### src/qwi_pkg.sv
// Constants and types for the transmit queue watermark and interrupt block
// Overview of operation
// Enable bit 3 passes the SAPI-high mismatch flag onto the interrupt.
// Enable bit 2 passes the SAPI-low mismatch flag onto the interrupt.
// Enable bit 1 passes the control-field mismatch flag onto the interrupt.
// Enable bit 0 passes the address-field mismatch flag onto the interrupt.
// Low watermark byte position is low mark times 32 times 2048.
// High watermark byte position is high mark times 32 times 2048.
// Watched queue holds serial-side data waiting for the Ethernet side.
// Enable bit 3 passes the FIFO overflow flag onto the watermark interrupt.
// Enable bit 2 passes the queue overflow flag onto the watermark interrupt.
// Enable bit 1 passes the high crossing flag onto the watermark interrupt.
// Enable bit 0 passes the low crossing flag onto the watermark interrupt.
// Bit 3 latches receive-to-memory FIFO overflow; cleared after host read.
// Bit 2 latches transmit queue overflow; cleared after host read.
// Bit 1 latches a high watermark crossing; cleared after host read.
// Bit 0 latches a low watermark crossing; cleared after host read.
// SAPI octet differing from its expected value latches a flag, cleared on read.
// Address or control differing from expected latches a flag, cleared on read.
// Interrupt is the OR of enabled latched flags, dropping once all clear.
// Crossings are seen by comparing on each fill change, latching transitions only.
package qwi_pkg;

  localparam int ADDR_W = 9;
  localparam int DATA_W = 8;

  // Register offsets on the parallel port
  localparam logic [8:0] OFS_HDR_STATUS = 9'h122;
  localparam logic [8:0] OFS_HDR_IRQ_EN = 9'h123;
  localparam logic [8:0] OFS_LOW_MARK   = 9'h124;
  localparam logic [8:0] OFS_HIGH_MARK  = 9'h125;
  localparam logic [8:0] OFS_TXQ_IRQ_EN = 9'h126;
  localparam logic [8:0] OFS_TXQ_STATUS = 9'h127;

  // Field positions, shared by status and enable registers
  localparam int BIT_ADDRESS = 0;
  localparam int BIT_CONTROL = 1;
  localparam int BIT_SAPI_LO = 2;
  localparam int BIT_SAPI_HI = 3;
  localparam int BIT_LOW     = 0;
  localparam int BIT_HIGH    = 1;
  localparam int BIT_QOVF    = 2;
  localparam int BIT_FOVF    = 3;
  localparam int EVT_W       = 4;

  // One mark step is 32 packets of 2048 bytes, a shift of 16
  localparam int MARK_PACKETS = 32;
  localparam int PACKET_BYTES = 2048;
  localparam int MARK_SHIFT   = $clog2(MARK_PACKETS * PACKET_BYTES);
  localparam int MIN_FILL_W   = DATA_W + MARK_SHIFT;

  localparam logic [7:0] RST_REG = 8'h00;

  typedef struct packed {
    logic [7:0] address;
    logic [7:0] control;
    logic [7:0] sapi_high;
    logic [7:0] sapi_low;
  } qwi_hdr_t;

endpackage : qwi_pkg

### src/qwi_top.sv
// Watermark, overflow and header mismatch status with interrupt enables
`timescale 1ns/100ps
module qwi_top #(
  parameter int FILL_W = 24
) (
  // Clock and reset
  input  wire logic                  clk,
  input  wire logic                  nrst,
  // Parallel register port
  input  wire logic [8:0]            reg_addr,
  input  wire logic [7:0]            reg_wdata,
  input  wire logic                  reg_wr,
  input  wire logic                  reg_rd,
  output logic      [7:0]            reg_rdata,
  // Received header check
  input  wire logic                  hdr_valid,
  input  wire qwi_pkg::qwi_hdr_t     hdr_rx,
  input  wire qwi_pkg::qwi_hdr_t     hdr_expected,
  // Transmit queue events
  input  wire logic [FILL_W-1:0]     txq_fill,
  input  wire logic                  txq_overflow,
  input  wire logic                  fifo_overflow,
  // Interrupts
  output logic                       hdr_irq,
  output logic                       watermark_irq,
  output logic                       irq
);

  if (FILL_W < qwi_pkg::MIN_FILL_W) begin : g_fill_check
    $error("qwi_top: FILL_W too narrow for the watermark positions");
  end

  // Reset release synchroniser
  logic       rst_meta_ff;
  logic       rst_sync_ff;
  logic       rst_n;

  always_ff @(posedge clk or negedge nrst) begin
    if (!nrst) begin
      rst_meta_ff <= 1'b0;
      rst_sync_ff <= 1'b0;
    end else begin
      rst_meta_ff <= 1'b1;
      rst_sync_ff <= rst_meta_ff;
    end
  end

  assign rst_n = rst_sync_ff;

  // Register port decode
  logic       rd_hdr_status;
  logic       rd_txq_status;

  assign rd_hdr_status = reg_rd && (reg_addr == qwi_pkg::OFS_HDR_STATUS);
  assign rd_txq_status = reg_rd && (reg_addr == qwi_pkg::OFS_TXQ_STATUS);

  // Software control registers
  logic [7:0] hdr_irq_en_ff;
  logic [7:0] low_mark_ff;
  logic [7:0] high_mark_ff;
  logic [7:0] txq_irq_en_ff;
  logic [7:0] nxt_hdr_irq_en;
  logic [7:0] nxt_low_mark;
  logic [7:0] nxt_high_mark;
  logic [7:0] nxt_txq_irq_en;

  always_comb begin
    nxt_hdr_irq_en = hdr_irq_en_ff;
    nxt_low_mark   = low_mark_ff;
    nxt_high_mark  = high_mark_ff;
    nxt_txq_irq_en = txq_irq_en_ff;
    if (reg_wr) begin
      unique case (reg_addr)
        qwi_pkg::OFS_HDR_IRQ_EN: nxt_hdr_irq_en = reg_wdata;
        qwi_pkg::OFS_LOW_MARK:   nxt_low_mark   = reg_wdata;
        qwi_pkg::OFS_HIGH_MARK:  nxt_high_mark  = reg_wdata;
        qwi_pkg::OFS_TXQ_IRQ_EN: nxt_txq_irq_en = reg_wdata;
        // Status and unmapped offsets ignore writes
        default: ;
      endcase
    end
  end

  always_ff @(posedge clk or negedge rst_n) begin
    if (!rst_n) begin
      hdr_irq_en_ff <= qwi_pkg::RST_REG;
      low_mark_ff   <= qwi_pkg::RST_REG;
      high_mark_ff  <= qwi_pkg::RST_REG;
      txq_irq_en_ff <= qwi_pkg::RST_REG;
    end else begin
      hdr_irq_en_ff <= nxt_hdr_irq_en;
      low_mark_ff   <= nxt_low_mark;
      high_mark_ff  <= nxt_high_mark;
      txq_irq_en_ff <= nxt_txq_irq_en;
    end
  end

  // Watermark positions in bytes of the serial-to-Ethernet queue
  logic [FILL_W-1:0] low_pos;
  logic [FILL_W-1:0] high_pos;

  assign low_pos  = FILL_W'({low_mark_ff, {qwi_pkg::MARK_SHIFT{1'b0}}});
  assign high_pos = FILL_W'({high_mark_ff, {qwi_pkg::MARK_SHIFT{1'b0}}});

  // Crossing detector state
  logic [FILL_W-1:0] fill_ff;
  logic              above_low_ff;
  logic              above_high_ff;
  logic [FILL_W-1:0] nxt_fill;
  logic              nxt_above_low;
  logic              nxt_above_high;
  logic              fill_changed;
  logic              low_cross;
  logic              high_cross;

  always_comb begin
    nxt_fill       = txq_fill;
    fill_changed   = (txq_fill != fill_ff);
    nxt_above_low  = above_low_ff;
    nxt_above_high = above_high_ff;
    // Compare only when the fill moves; a mark rewrite alone raises no event
    if (fill_changed) begin
      nxt_above_low  = (txq_fill >= low_pos);
      nxt_above_high = (txq_fill >= high_pos);
    end
    low_cross  = fill_changed && (nxt_above_low != above_low_ff);
    high_cross = fill_changed && (nxt_above_high != above_high_ff);
  end

  always_ff @(posedge clk or negedge rst_n) begin
    if (!rst_n) begin
      fill_ff       <= '0;
      above_low_ff  <= 1'b1;
      above_high_ff <= 1'b1;
    end else begin
      fill_ff       <= nxt_fill;
      above_low_ff  <= nxt_above_low;
      above_high_ff <= nxt_above_high;
    end
  end

  // Header mismatch comparison
  logic [qwi_pkg::EVT_W-1:0] hdr_event;

  always_comb begin
    hdr_event = '0;
    if (hdr_valid) begin
      hdr_event[qwi_pkg::BIT_SAPI_HI] = hdr_rx.sapi_high != hdr_expected.sapi_high;
      hdr_event[qwi_pkg::BIT_SAPI_LO] = hdr_rx.sapi_low != hdr_expected.sapi_low;
      hdr_event[qwi_pkg::BIT_CONTROL] = hdr_rx.control != hdr_expected.control;
      hdr_event[qwi_pkg::BIT_ADDRESS] = hdr_rx.address != hdr_expected.address;
    end
  end

  // Queue events
  logic [qwi_pkg::EVT_W-1:0] txq_event;

  always_comb begin
    txq_event                    = '0;
    txq_event[qwi_pkg::BIT_FOVF] = fifo_overflow;
    txq_event[qwi_pkg::BIT_QOVF] = txq_overflow;
    txq_event[qwi_pkg::BIT_HIGH] = high_cross;
    txq_event[qwi_pkg::BIT_LOW]  = low_cross;
  end

  // Latched status, cleared by reading; a same-cycle event survives the read
  logic [qwi_pkg::EVT_W-1:0] hdr_status_ff;
  logic [qwi_pkg::EVT_W-1:0] txq_status_ff;
  logic [qwi_pkg::EVT_W-1:0] nxt_hdr_status;
  logic [qwi_pkg::EVT_W-1:0] nxt_txq_status;

  always_comb begin
    nxt_hdr_status = hdr_status_ff;
    nxt_txq_status = txq_status_ff;
    if (rd_hdr_status) begin
      nxt_hdr_status = '0;
    end
    if (rd_txq_status) begin
      nxt_txq_status = '0;
    end
    nxt_hdr_status = nxt_hdr_status | hdr_event;
    nxt_txq_status = nxt_txq_status | txq_event;
  end

  always_ff @(posedge clk or negedge rst_n) begin
    if (!rst_n) begin
      hdr_status_ff <= '0;
      txq_status_ff <= '0;
    end else begin
      hdr_status_ff <= nxt_hdr_status;
      txq_status_ff <= nxt_txq_status;
    end
  end

  // Named views of the flags and enables, in the terms software uses
  logic       sapi_high_mismatch_flag;
  logic       sapi_low_mismatch_flag;
  logic       control_mismatch_flag;
  logic       address_mismatch_flag;
  logic       fifo_overflow_latched;
  logic       queue_overflow_latched;
  logic       high_mark_latched;
  logic       low_mark_latched;
  logic       sapi_high_mismatch_irq_en;
  logic       sapi_low_mismatch_irq_en;
  logic       control_mismatch_irq_en;
  logic       address_mismatch_irq_en;
  logic       fifo_overflow_irq_en;
  logic       queue_overflow_irq_en;
  logic       high_mark_irq_en;
  logic       low_mark_irq_en;

  assign sapi_high_mismatch_flag   = hdr_status_ff[qwi_pkg::BIT_SAPI_HI];
  assign sapi_low_mismatch_flag    = hdr_status_ff[qwi_pkg::BIT_SAPI_LO];
  assign control_mismatch_flag     = hdr_status_ff[qwi_pkg::BIT_CONTROL];
  assign address_mismatch_flag     = hdr_status_ff[qwi_pkg::BIT_ADDRESS];
  assign fifo_overflow_latched     = txq_status_ff[qwi_pkg::BIT_FOVF];
  assign queue_overflow_latched    = txq_status_ff[qwi_pkg::BIT_QOVF];
  assign high_mark_latched         = txq_status_ff[qwi_pkg::BIT_HIGH];
  assign low_mark_latched          = txq_status_ff[qwi_pkg::BIT_LOW];
  assign sapi_high_mismatch_irq_en = hdr_irq_en_ff[qwi_pkg::BIT_SAPI_HI];
  assign sapi_low_mismatch_irq_en  = hdr_irq_en_ff[qwi_pkg::BIT_SAPI_LO];
  assign control_mismatch_irq_en   = hdr_irq_en_ff[qwi_pkg::BIT_CONTROL];
  assign address_mismatch_irq_en   = hdr_irq_en_ff[qwi_pkg::BIT_ADDRESS];
  assign fifo_overflow_irq_en      = txq_irq_en_ff[qwi_pkg::BIT_FOVF];
  assign queue_overflow_irq_en     = txq_irq_en_ff[qwi_pkg::BIT_QOVF];
  assign high_mark_irq_en          = txq_irq_en_ff[qwi_pkg::BIT_HIGH];
  assign low_mark_irq_en           = txq_irq_en_ff[qwi_pkg::BIT_LOW];

  // Interrupt gating, one term per status bit
  logic [qwi_pkg::EVT_W-1:0] hdr_gated;
  logic [qwi_pkg::EVT_W-1:0] txq_gated;

  for (genvar i = 0; i < qwi_pkg::EVT_W; i++) begin : g_gate
    // Bits 3..0 of each enable steer the same-numbered status bit
    assign hdr_gated[i] = nxt_hdr_status[i] & nxt_hdr_irq_en[i];
    assign txq_gated[i] = nxt_txq_status[i] & nxt_txq_irq_en[i];
  end

  logic hdr_irq_ff;
  logic wm_irq_ff;
  logic nxt_hdr_irq;
  logic nxt_wm_irq;
  logic irq_ff;
  logic nxt_irq;

  always_comb begin
    nxt_hdr_irq = |hdr_gated;
    nxt_wm_irq  = |txq_gated;
    nxt_irq     = nxt_hdr_irq | nxt_wm_irq;
  end

  always_ff @(posedge clk or negedge rst_n) begin
    if (!rst_n) begin
      hdr_irq_ff <= 1'b0;
      wm_irq_ff  <= 1'b0;
      irq_ff     <= 1'b0;
    end else begin
      hdr_irq_ff <= nxt_hdr_irq;
      wm_irq_ff  <= nxt_wm_irq;
      irq_ff     <= nxt_irq;
    end
  end

  assign hdr_irq       = hdr_irq_ff;
  assign watermark_irq = wm_irq_ff;
  assign irq           = irq_ff;

  // Read data, registered; the value shown is the one before the clear
  logic [7:0] rdata_ff;
  logic [7:0] nxt_rdata;

  always_comb begin
    nxt_rdata = rdata_ff;
    if (reg_rd) begin
      unique case (reg_addr)
        qwi_pkg::OFS_HDR_STATUS: nxt_rdata = {4'h0, sapi_high_mismatch_flag,
                                              sapi_low_mismatch_flag,
                                              control_mismatch_flag,
                                              address_mismatch_flag};
        qwi_pkg::OFS_HDR_IRQ_EN: nxt_rdata = {hdr_irq_en_ff[7:4],
                                              sapi_high_mismatch_irq_en,
                                              sapi_low_mismatch_irq_en,
                                              control_mismatch_irq_en,
                                              address_mismatch_irq_en};
        qwi_pkg::OFS_LOW_MARK:   nxt_rdata = low_mark_ff;
        qwi_pkg::OFS_HIGH_MARK:  nxt_rdata = high_mark_ff;
        qwi_pkg::OFS_TXQ_IRQ_EN: nxt_rdata = {txq_irq_en_ff[7:4],
                                              fifo_overflow_irq_en,
                                              queue_overflow_irq_en,
                                              high_mark_irq_en,
                                              low_mark_irq_en};
        qwi_pkg::OFS_TXQ_STATUS: nxt_rdata = {4'h0, fifo_overflow_latched,
                                              queue_overflow_latched,
                                              high_mark_latched,
                                              low_mark_latched};
        default:                 nxt_rdata = 8'h00;
      endcase
    end
  end

  always_ff @(posedge clk or negedge rst_n) begin
    if (!rst_n) begin
      rdata_ff <= qwi_pkg::RST_REG;
    end else begin
      rdata_ff <= nxt_rdata;
    end
  end

  assign reg_rdata = rdata_ff;

endmodule // qwi_top

### config.mk
export PLATFORM = sky130hd
export DESIGN_NAME = qwi_top
export DESIGN_NICKNAME = d
export VERILOG_FILES = /design/src/qwi_pkg.sv /design/src/qwi_top.sv
export SDC_FILE = /design/constraint.sdc
export NUM_CORES = 1
export LEC_CHECK = 0
export BUFFER_PORTS_ARGS = -buffer_cell sky130_fd_sc_hd__buf_2
export CORE_MARGIN = 3
export CORE_UTILIZATION = 56
export DETAILED_ROUTE_END_ITERATION = 12
export MAX_ROUTING_LAYER = met4
export PLACE_DENSITY = 0.86
export SLEW_MARGIN = 25
export SYNTH_ARGS = -nofsm -noshare
export SYNTH_HDL_FRONTEND = slang
export SYNTH_SLANG_ARGS = --single-unit
### constraint.sdc
create_clock -name clk -period 4.4 [get_ports clk]
set_input_delay 0.66 -clock clk [delete_from_list [all_inputs] [get_ports clk]]
set_output_delay 0.66 -clock clk [all_outputs]
set_load 0.05 [all_outputs]
### Word level (Yosys, flattened, before mapping)

Index checks and enable logic that the tools add are counted.

| storage, ports and cells | value |
|---|---|
| register bits | 79 |
| word-level logic and storage cells | 63 |
| input port bits | 112 |
| output and inout bits | 11 |

| cells by class | value |
|---|---|
| bitwise logic cells | 11 |
| eq/ne operators | 13 |
| multiplexer cells | 10 |
| reduce and logical (&&, ||, !) cells | 10 |
| order comparisons | 2 |

Operators with widths:

| operator | number |
|---|---|
| equality test 9 bit (second input constant) | 6 |
| >= comparator 24 bit | 2 |
| one-hot mux 8 bit (6 select lines) | 1 |
| inequality test 8 bit | 4 |
| 2-to-1 mux 4 bit | 7 |
| inequality test 24 bit | 1 |
| bitwise AND 1 bit | 8 |
| OR 4 bit | 2 |
| AND reduction 2 bit | 4 |
| OR reduction 4 bit | 2 |
| logical AND 1 bit | 4 |
| 2-to-1 mux 1 bit | 2 |
| inequality test 1 bit | 2 |
| OR 1 bit | 1 |

### Longest topological paths before layout

| logic depth | value |
|---|---|
| word-level depth | 8 |
| gate-level depth with buffers | 8 |
| gate-level depth less buffers | 8 |

### Worst setup path before layout

Ideal clock, no wire load.

| path | value |
|---|---|
| path kind | input to register |
| start | input reg_addr[1] |
| end | register irq_ff, in the netlist irq |
| arrival time | 2.647 ns |
| slack | 1.614 ns |
| setup time | 0.139 ns |
| data required time | 4.261 ns |
| path buffers | 1 |
| stages on the path | 7 |
| cell sequence | clkbuf_1 -> and4bb_2 -> nand4_4 -> mux2_4 -> o21a_1 -> a2111o_1 -> or4b_1 |

| between the ends | value |
|---|---|
| elaborated cells on any way between the ends | 25 |
| classes of those cells | 4 x eq/ne; 6 x mux; 11 x bitwise; 4 x reduce/logical |

RTL lines:

| item | RTL line | source |
|---|---|---|
| from (decl) | qwi_top.sv:10 | `input wire logic [8:0] reg_addr,` |
| equality test 9 bit | qwi_top.sv:73 | `unique case (reg_addr)` |
| 2-to-1 mux 4 bit | qwi_top.sv:73 |  |
| 2-to-1 mux 4 bit | qwi_top.sv:72 | `if (reg_wr) begin` |
| via nxt_hdr_irq_en[3] | qwi_top.sv:62 | `logic [7:0] nxt_hdr_irq_en;` |
| bitwise AND 1 bit | qwi_top.sv:236 | `assign hdr_gated[i] = nxt_hdr_status[i] & nxt_hdr_irq_en[i];` |
| OR reduction 4 bit | qwi_top.sv:248 | `nxt_hdr_irq = \|hdr_gated;` |
| via nxt_hdr_irq | qwi_top.sv:242 | `logic nxt_hdr_irq;` |
| OR 1 bit | qwi_top.sv:250 | `nxt_irq = nxt_hdr_irq \| nxt_wm_irq;` |
| via nxt_irq | qwi_top.sv:245 | `logic nxt_irq;` |
| to (signal assigned) | qwi_top.sv:261 | `irq_ff <= nxt_irq;` |
| to (decl) | qwi_top.sv:244 | `logic irq_ff;` |

The timed path passes the listed nets, and every way through them passes these cells.
A chain may end at the register's enable or synchronous reset.

### Worst setup path in the final report

| path | value |
|---|---|
| start | register high_mark_ff[2] |
| end | register irq_ff, in the netlist irq |

| between the ends | value |
|---|---|
| cells in the longest elaborated chain, start to end | 8 |

Ends and longest elaborated chain:

| item | RTL line | source |
|---|---|---|
| from (decl) | qwi_top.sv:60 | `logic [7:0] high_mark_ff;` |
| from (signal assigned) | qwi_top.sv:88 | `high_mark_ff <= qwi_pkg::RST_REG;` |
| from (signal assigned) | qwi_top.sv:93 | `high_mark_ff <= nxt_high_mark;` |
| >= comparator 24 bit | qwi_top.sv:124 | `nxt_above_high = (txq_fill >= high_pos);` |
| 2-to-1 mux 1 bit | qwi_top.sv:122 | `if (fill_changed) begin` |
| inequality test 1 bit | qwi_top.sv:127 | `high_cross = fill_changed && (nxt_above_high != above_high_ff);` |
| logical AND 1 bit | qwi_top.sv:127 |  |
| OR 4 bit | qwi_top.sv:182 | `nxt_txq_status = nxt_txq_status \| txq_event;` |
| bitwise AND 1 bit | qwi_top.sv:237 | `assign txq_gated[i] = nxt_txq_status[i] & nxt_txq_irq_en[i];` |
| OR reduction 4 bit | qwi_top.sv:249 | `nxt_wm_irq = \|txq_gated;` |
| OR 1 bit | qwi_top.sv:250 |  |
| via nxt_irq | qwi_top.sv:245 |  |

The timed path passes the listed nets, and every way through them passes these cells.

==> results.sh <==
export IMPL_rows=30
export IMPL_hold_viol=0
export IMPL_core_area_mm2=0.006944
export IMPL_synth_compound_area_share_pct=11.21
export IMPL_drt_total_wl_um=10640
export IMPL_gp_congestion=0.9410
export IMPL_r2r_end="irq"
export IMPL_synth_ff_type="dfrtp_1"
export IMPL_root_buffer="clkbuf_8"
export IMPL_synth_seq_cells=79
export IMPL_h_tree_depth=3
export IMPL_min_path_type="primary input to async pin"
export IMPL_synth_top_cells_by_area="dfrtp_1 47%, mux2_2 7.7%, xnor2_1 6.8%"
export IMPL_path_class="register to register"
export IMPL_critPathLaunchType="register"
export IMPL_grt_util_all_layers_pct=27.49
export IMPL_dr_pass1_iters=4
export IMPL_cp_data_arrival_time_ns=3.07
export IMPL_rrSetupSlack_ns=1.57
export IMPL_synthDistinctLibCells=49
export IMPL_yosysWarnings=0
export IMPL_drive_above_1_share_pct=37.02
export IMPL_drtIter0Drc=177
export IMPL_fill_cells=496
export IMPL_end_kind="register"
export IMPL_final_area_mm2=0.005130
export IMPL_drc=0
export IMPL_synthToLayoutAreaGrowth_pct=24.58
export IMPL_drv_slew=0
export IMPL_required_ns=4.64
export IMPL_io_buffer_count=122
export IMPL_initial_core_util_pct=59.30
export IMPL_clk_latency_ns=0.36
export IMPL_path_max_fanout=3
export IMPL_worst_r2r_cell_count=8
export IMPL_syn_instance_count=360
export IMPL_insertedDiodeCount=0
export IMPL_cts_resized=0
export IMPL_synth_top_family_by_area="simple AND/OR/NAND/NOR gates"
export IMPL_dieArea_mm2=0.008418
export IMPL_synth_xor_area_share_pct=11.91
export IMPL_fin_setup_tns_ns=0
export IMPL_vias_per_cell=5.703
export IMPL_synth_area_mm2=0.004118
export IMPL_rsz0062_at_grt="false"
export IMPL_status="completed"
export IMPL_ir_worst_vdd_mv=0.1861
export IMPL_clockBufferDepth=2
export IMPL_setup_viol=0
export IMPL_leakage_uw=0.002418
export IMPL_synthAdderAreaFrac_pct=4.862
export IMPL_synth_nets=488
export IMPL_dr_total_vias=3382
export IMPL_finalCriticalPeriod_ns=2.831
export IMPL_synth_commonest_cells="77 x dfrtp_1, 32 x xnor2_1, 28 x mux2_2"
export IMPL_post_drt_wl_per_cell_um=17.95
export IMPL_cts_tree="yes"
export IMPL_grt_pass1_vias=3764
export IMPL_worst_slew_pin_slew_ns=0.7430
export IMPL_num_io_pins=123
export IMPL_die_w_um=91.75
export IMPL_synth_area_mux_share_pct=8.751
export IMPL_dieHeight_um=91.75
export IMPL_grt_overflow_total=0
export IMPL_netlist_top_cell_by_area="dfrtp_1"
export IMPL_holdWs_ns=0.07240
export IMPL_multiInputGateArea_mm2=0.002034
export IMPL_maxCapViolations=0
export IMPL_clock_skew_ns=0.009002
export IMPL_placed_cell_area_mm2=0.004850
export IMPL_cts_buffers_inserted=9
export IMPL_power_density_mw_per_mm2=337.3
export IMPL_cts_sinks=79
export IMPL_synth_edf_count=0
export IMPL_synth_top_area_share_pct=46.79
export IMPL_hpwl_um=8286
export IMPL_antenna_found_initial=0
export IMPL_grt_max_degree=47
export IMPL_r2r_start="high_mark_ff[2]"
export IMPL_clkSlewWorstSetupHoldPaths_ns=0.08
export IMPL_grt_pass1_wl_um=17370
export IMPL_regArea_mm2=0.001981
export IMPL_synth_avg_cell_area_um2=11.44
export IMPL_yosysMostFrequentCell="dfrtp_1"
export IMPL_synth_seq_area_share_pct=48.07
export IMPL_hold_buffers=0
export IMPL_synth_simple_area_share_pct=12.55
export IMPL_ys_async_sr_fraction_pct=100.0
export IMPL_antenna_left=0
export IMPL_fin_nets=620
export IMPL_relSlewSlack_pct=50.20
export IMPL_fmax_mhz=353.2
export IMPL_period_share_pct=64.34
export IMPL_cts_setup_buffers=0
## where the power goes
| group | internal (uW) | switching (uW) | total [uW] |
|---|---|---|---|
| registers | 755 | 21.4 | 776 |
| logic | 100 | 124 | 224 |
| clock network | 465 | 266 | 731 |
| total | 1320 | 411 | 1730 |
## metal layers
layer / wire length, um / vias to the layer above / global-route usage (%)
met4: 250 / 0 / 10.89
met3: 634 / 18 / 6.153
li1: - / 1582 / -
met1: 4107 / 1643 / 30.29
met5: 0 / - / -
met2: 5650 / 139 / 48.33
## worst max-delay path, cell delays in order (launching register included)
cell and delay, ns:
dfrtp_1 0.42, inv_1 0.07, ha_1 0.31, a21oi_1 0.17, o21ai_0 0.13, a2111oi_1 0.71
o21ai_0 0.25, nor3b_1 0.19, or4b_1 0.46
## placed cells by master, fill, tap and decap left out, types with 2 or more instances in the layout
master and instances:
buf_2 122, dfrtp_1 76, xnor2_1 32, mux2_2 28
inv_1 26, xor2_1 24, ha_1 16, nand2_1 15
nor2_1 14, a22oi_1 13, nand4_1 11, nor4_1 11
clkbuf_8 11, a21oi_1 9, o21ai_0 8, nand3_1 6
o22ai_1 5, a41oi_1 5, or2_2 4, a22o_1 4
a221oi_1 4, bufinv_16 4, mux2i_1 3, a21o_1 3
a211oi_1 3, o21a_1 3, and2_1 3, and4_1 2
and3_1 2, nor3_1 2, o21ba_2 2, nor3_2 2
nand3b_1 2, dfstp_2 2
## through the flow
step / instances / util [%] / power (uW) / setup slack, ns
CTS: 593 / 73.86 / 1738 / 1.382
global route: 593 / 73.87 / 1795 / 1.230
detailed placement: 577 / 69.84 / 1013 / 1.044
floorplan: 360 / - / 904.9 / 1.614
global placement: 577 / 69.84 / 1001 / 1.214
finish: 593 / 73.87 / 1730 / 1.569
## worst max-delay path by stage
stage	from	to	slack (ns)	cells after the start
6_report	high_mark_ff[2]	irq	1.57	8
3_5_place_dp	txq_fill[22]	irq	1.04	8
5_1_grt	high_mark_ff[6]	irq	1.23	8
2_1_floorplan	reg_addr[1]	irq	1.61	7
3_3_place_gp	txq_fill[22]	irq	1.21	8
4_1_cts	high_mark_ff[6]	irq	1.38	8
## logic make-up (layout without fill, tap and decap cells)
kind of cell / after synthesis / count (layout)
flops: 79 / 79
other cells: 1 / 1
xor+xnor: 56 / 56
fa+ha+maj: 16 / 16
mux: 32 / 32
buf+inv: 28 / 165
compound gates: 64 / 64
simple gates: 84 / 84
## registers in the layout, summed over array words and instances, names as in the netlist
| name | flops |
|---|---|
| txq_status_ff | 4 |
| reg_rdata | 8 |
| rst_n | 1 |
| rst_meta_ff | 1 |
| high_mark_ff | 8 |
| above_high_ff | 1 |
| hdr_irq_en_ff | 8 |
| fill_ff | 24 |
| low_mark_ff | 8 |
| above_low_ff | 1 |
| irq | 1 |
| txq_irq_en_ff | 8 |
| hdr_irq | 1 |
| hdr_status_ff | 4 |
| watermark_irq | 1 |
## cell type report
type                            instances  share of cell area, %
Multi-Input combinational cell        253                  39.66
Sequential cell                        79                  38.61
Timing Repair Buffer                  123                  12.05
Clock buffer                           11                  2.951
Clock inverter                          5                  2.488
Tap cell                               96                  2.341
Inverter                               26                  1.902
Power figures use the tool's default switching activity.
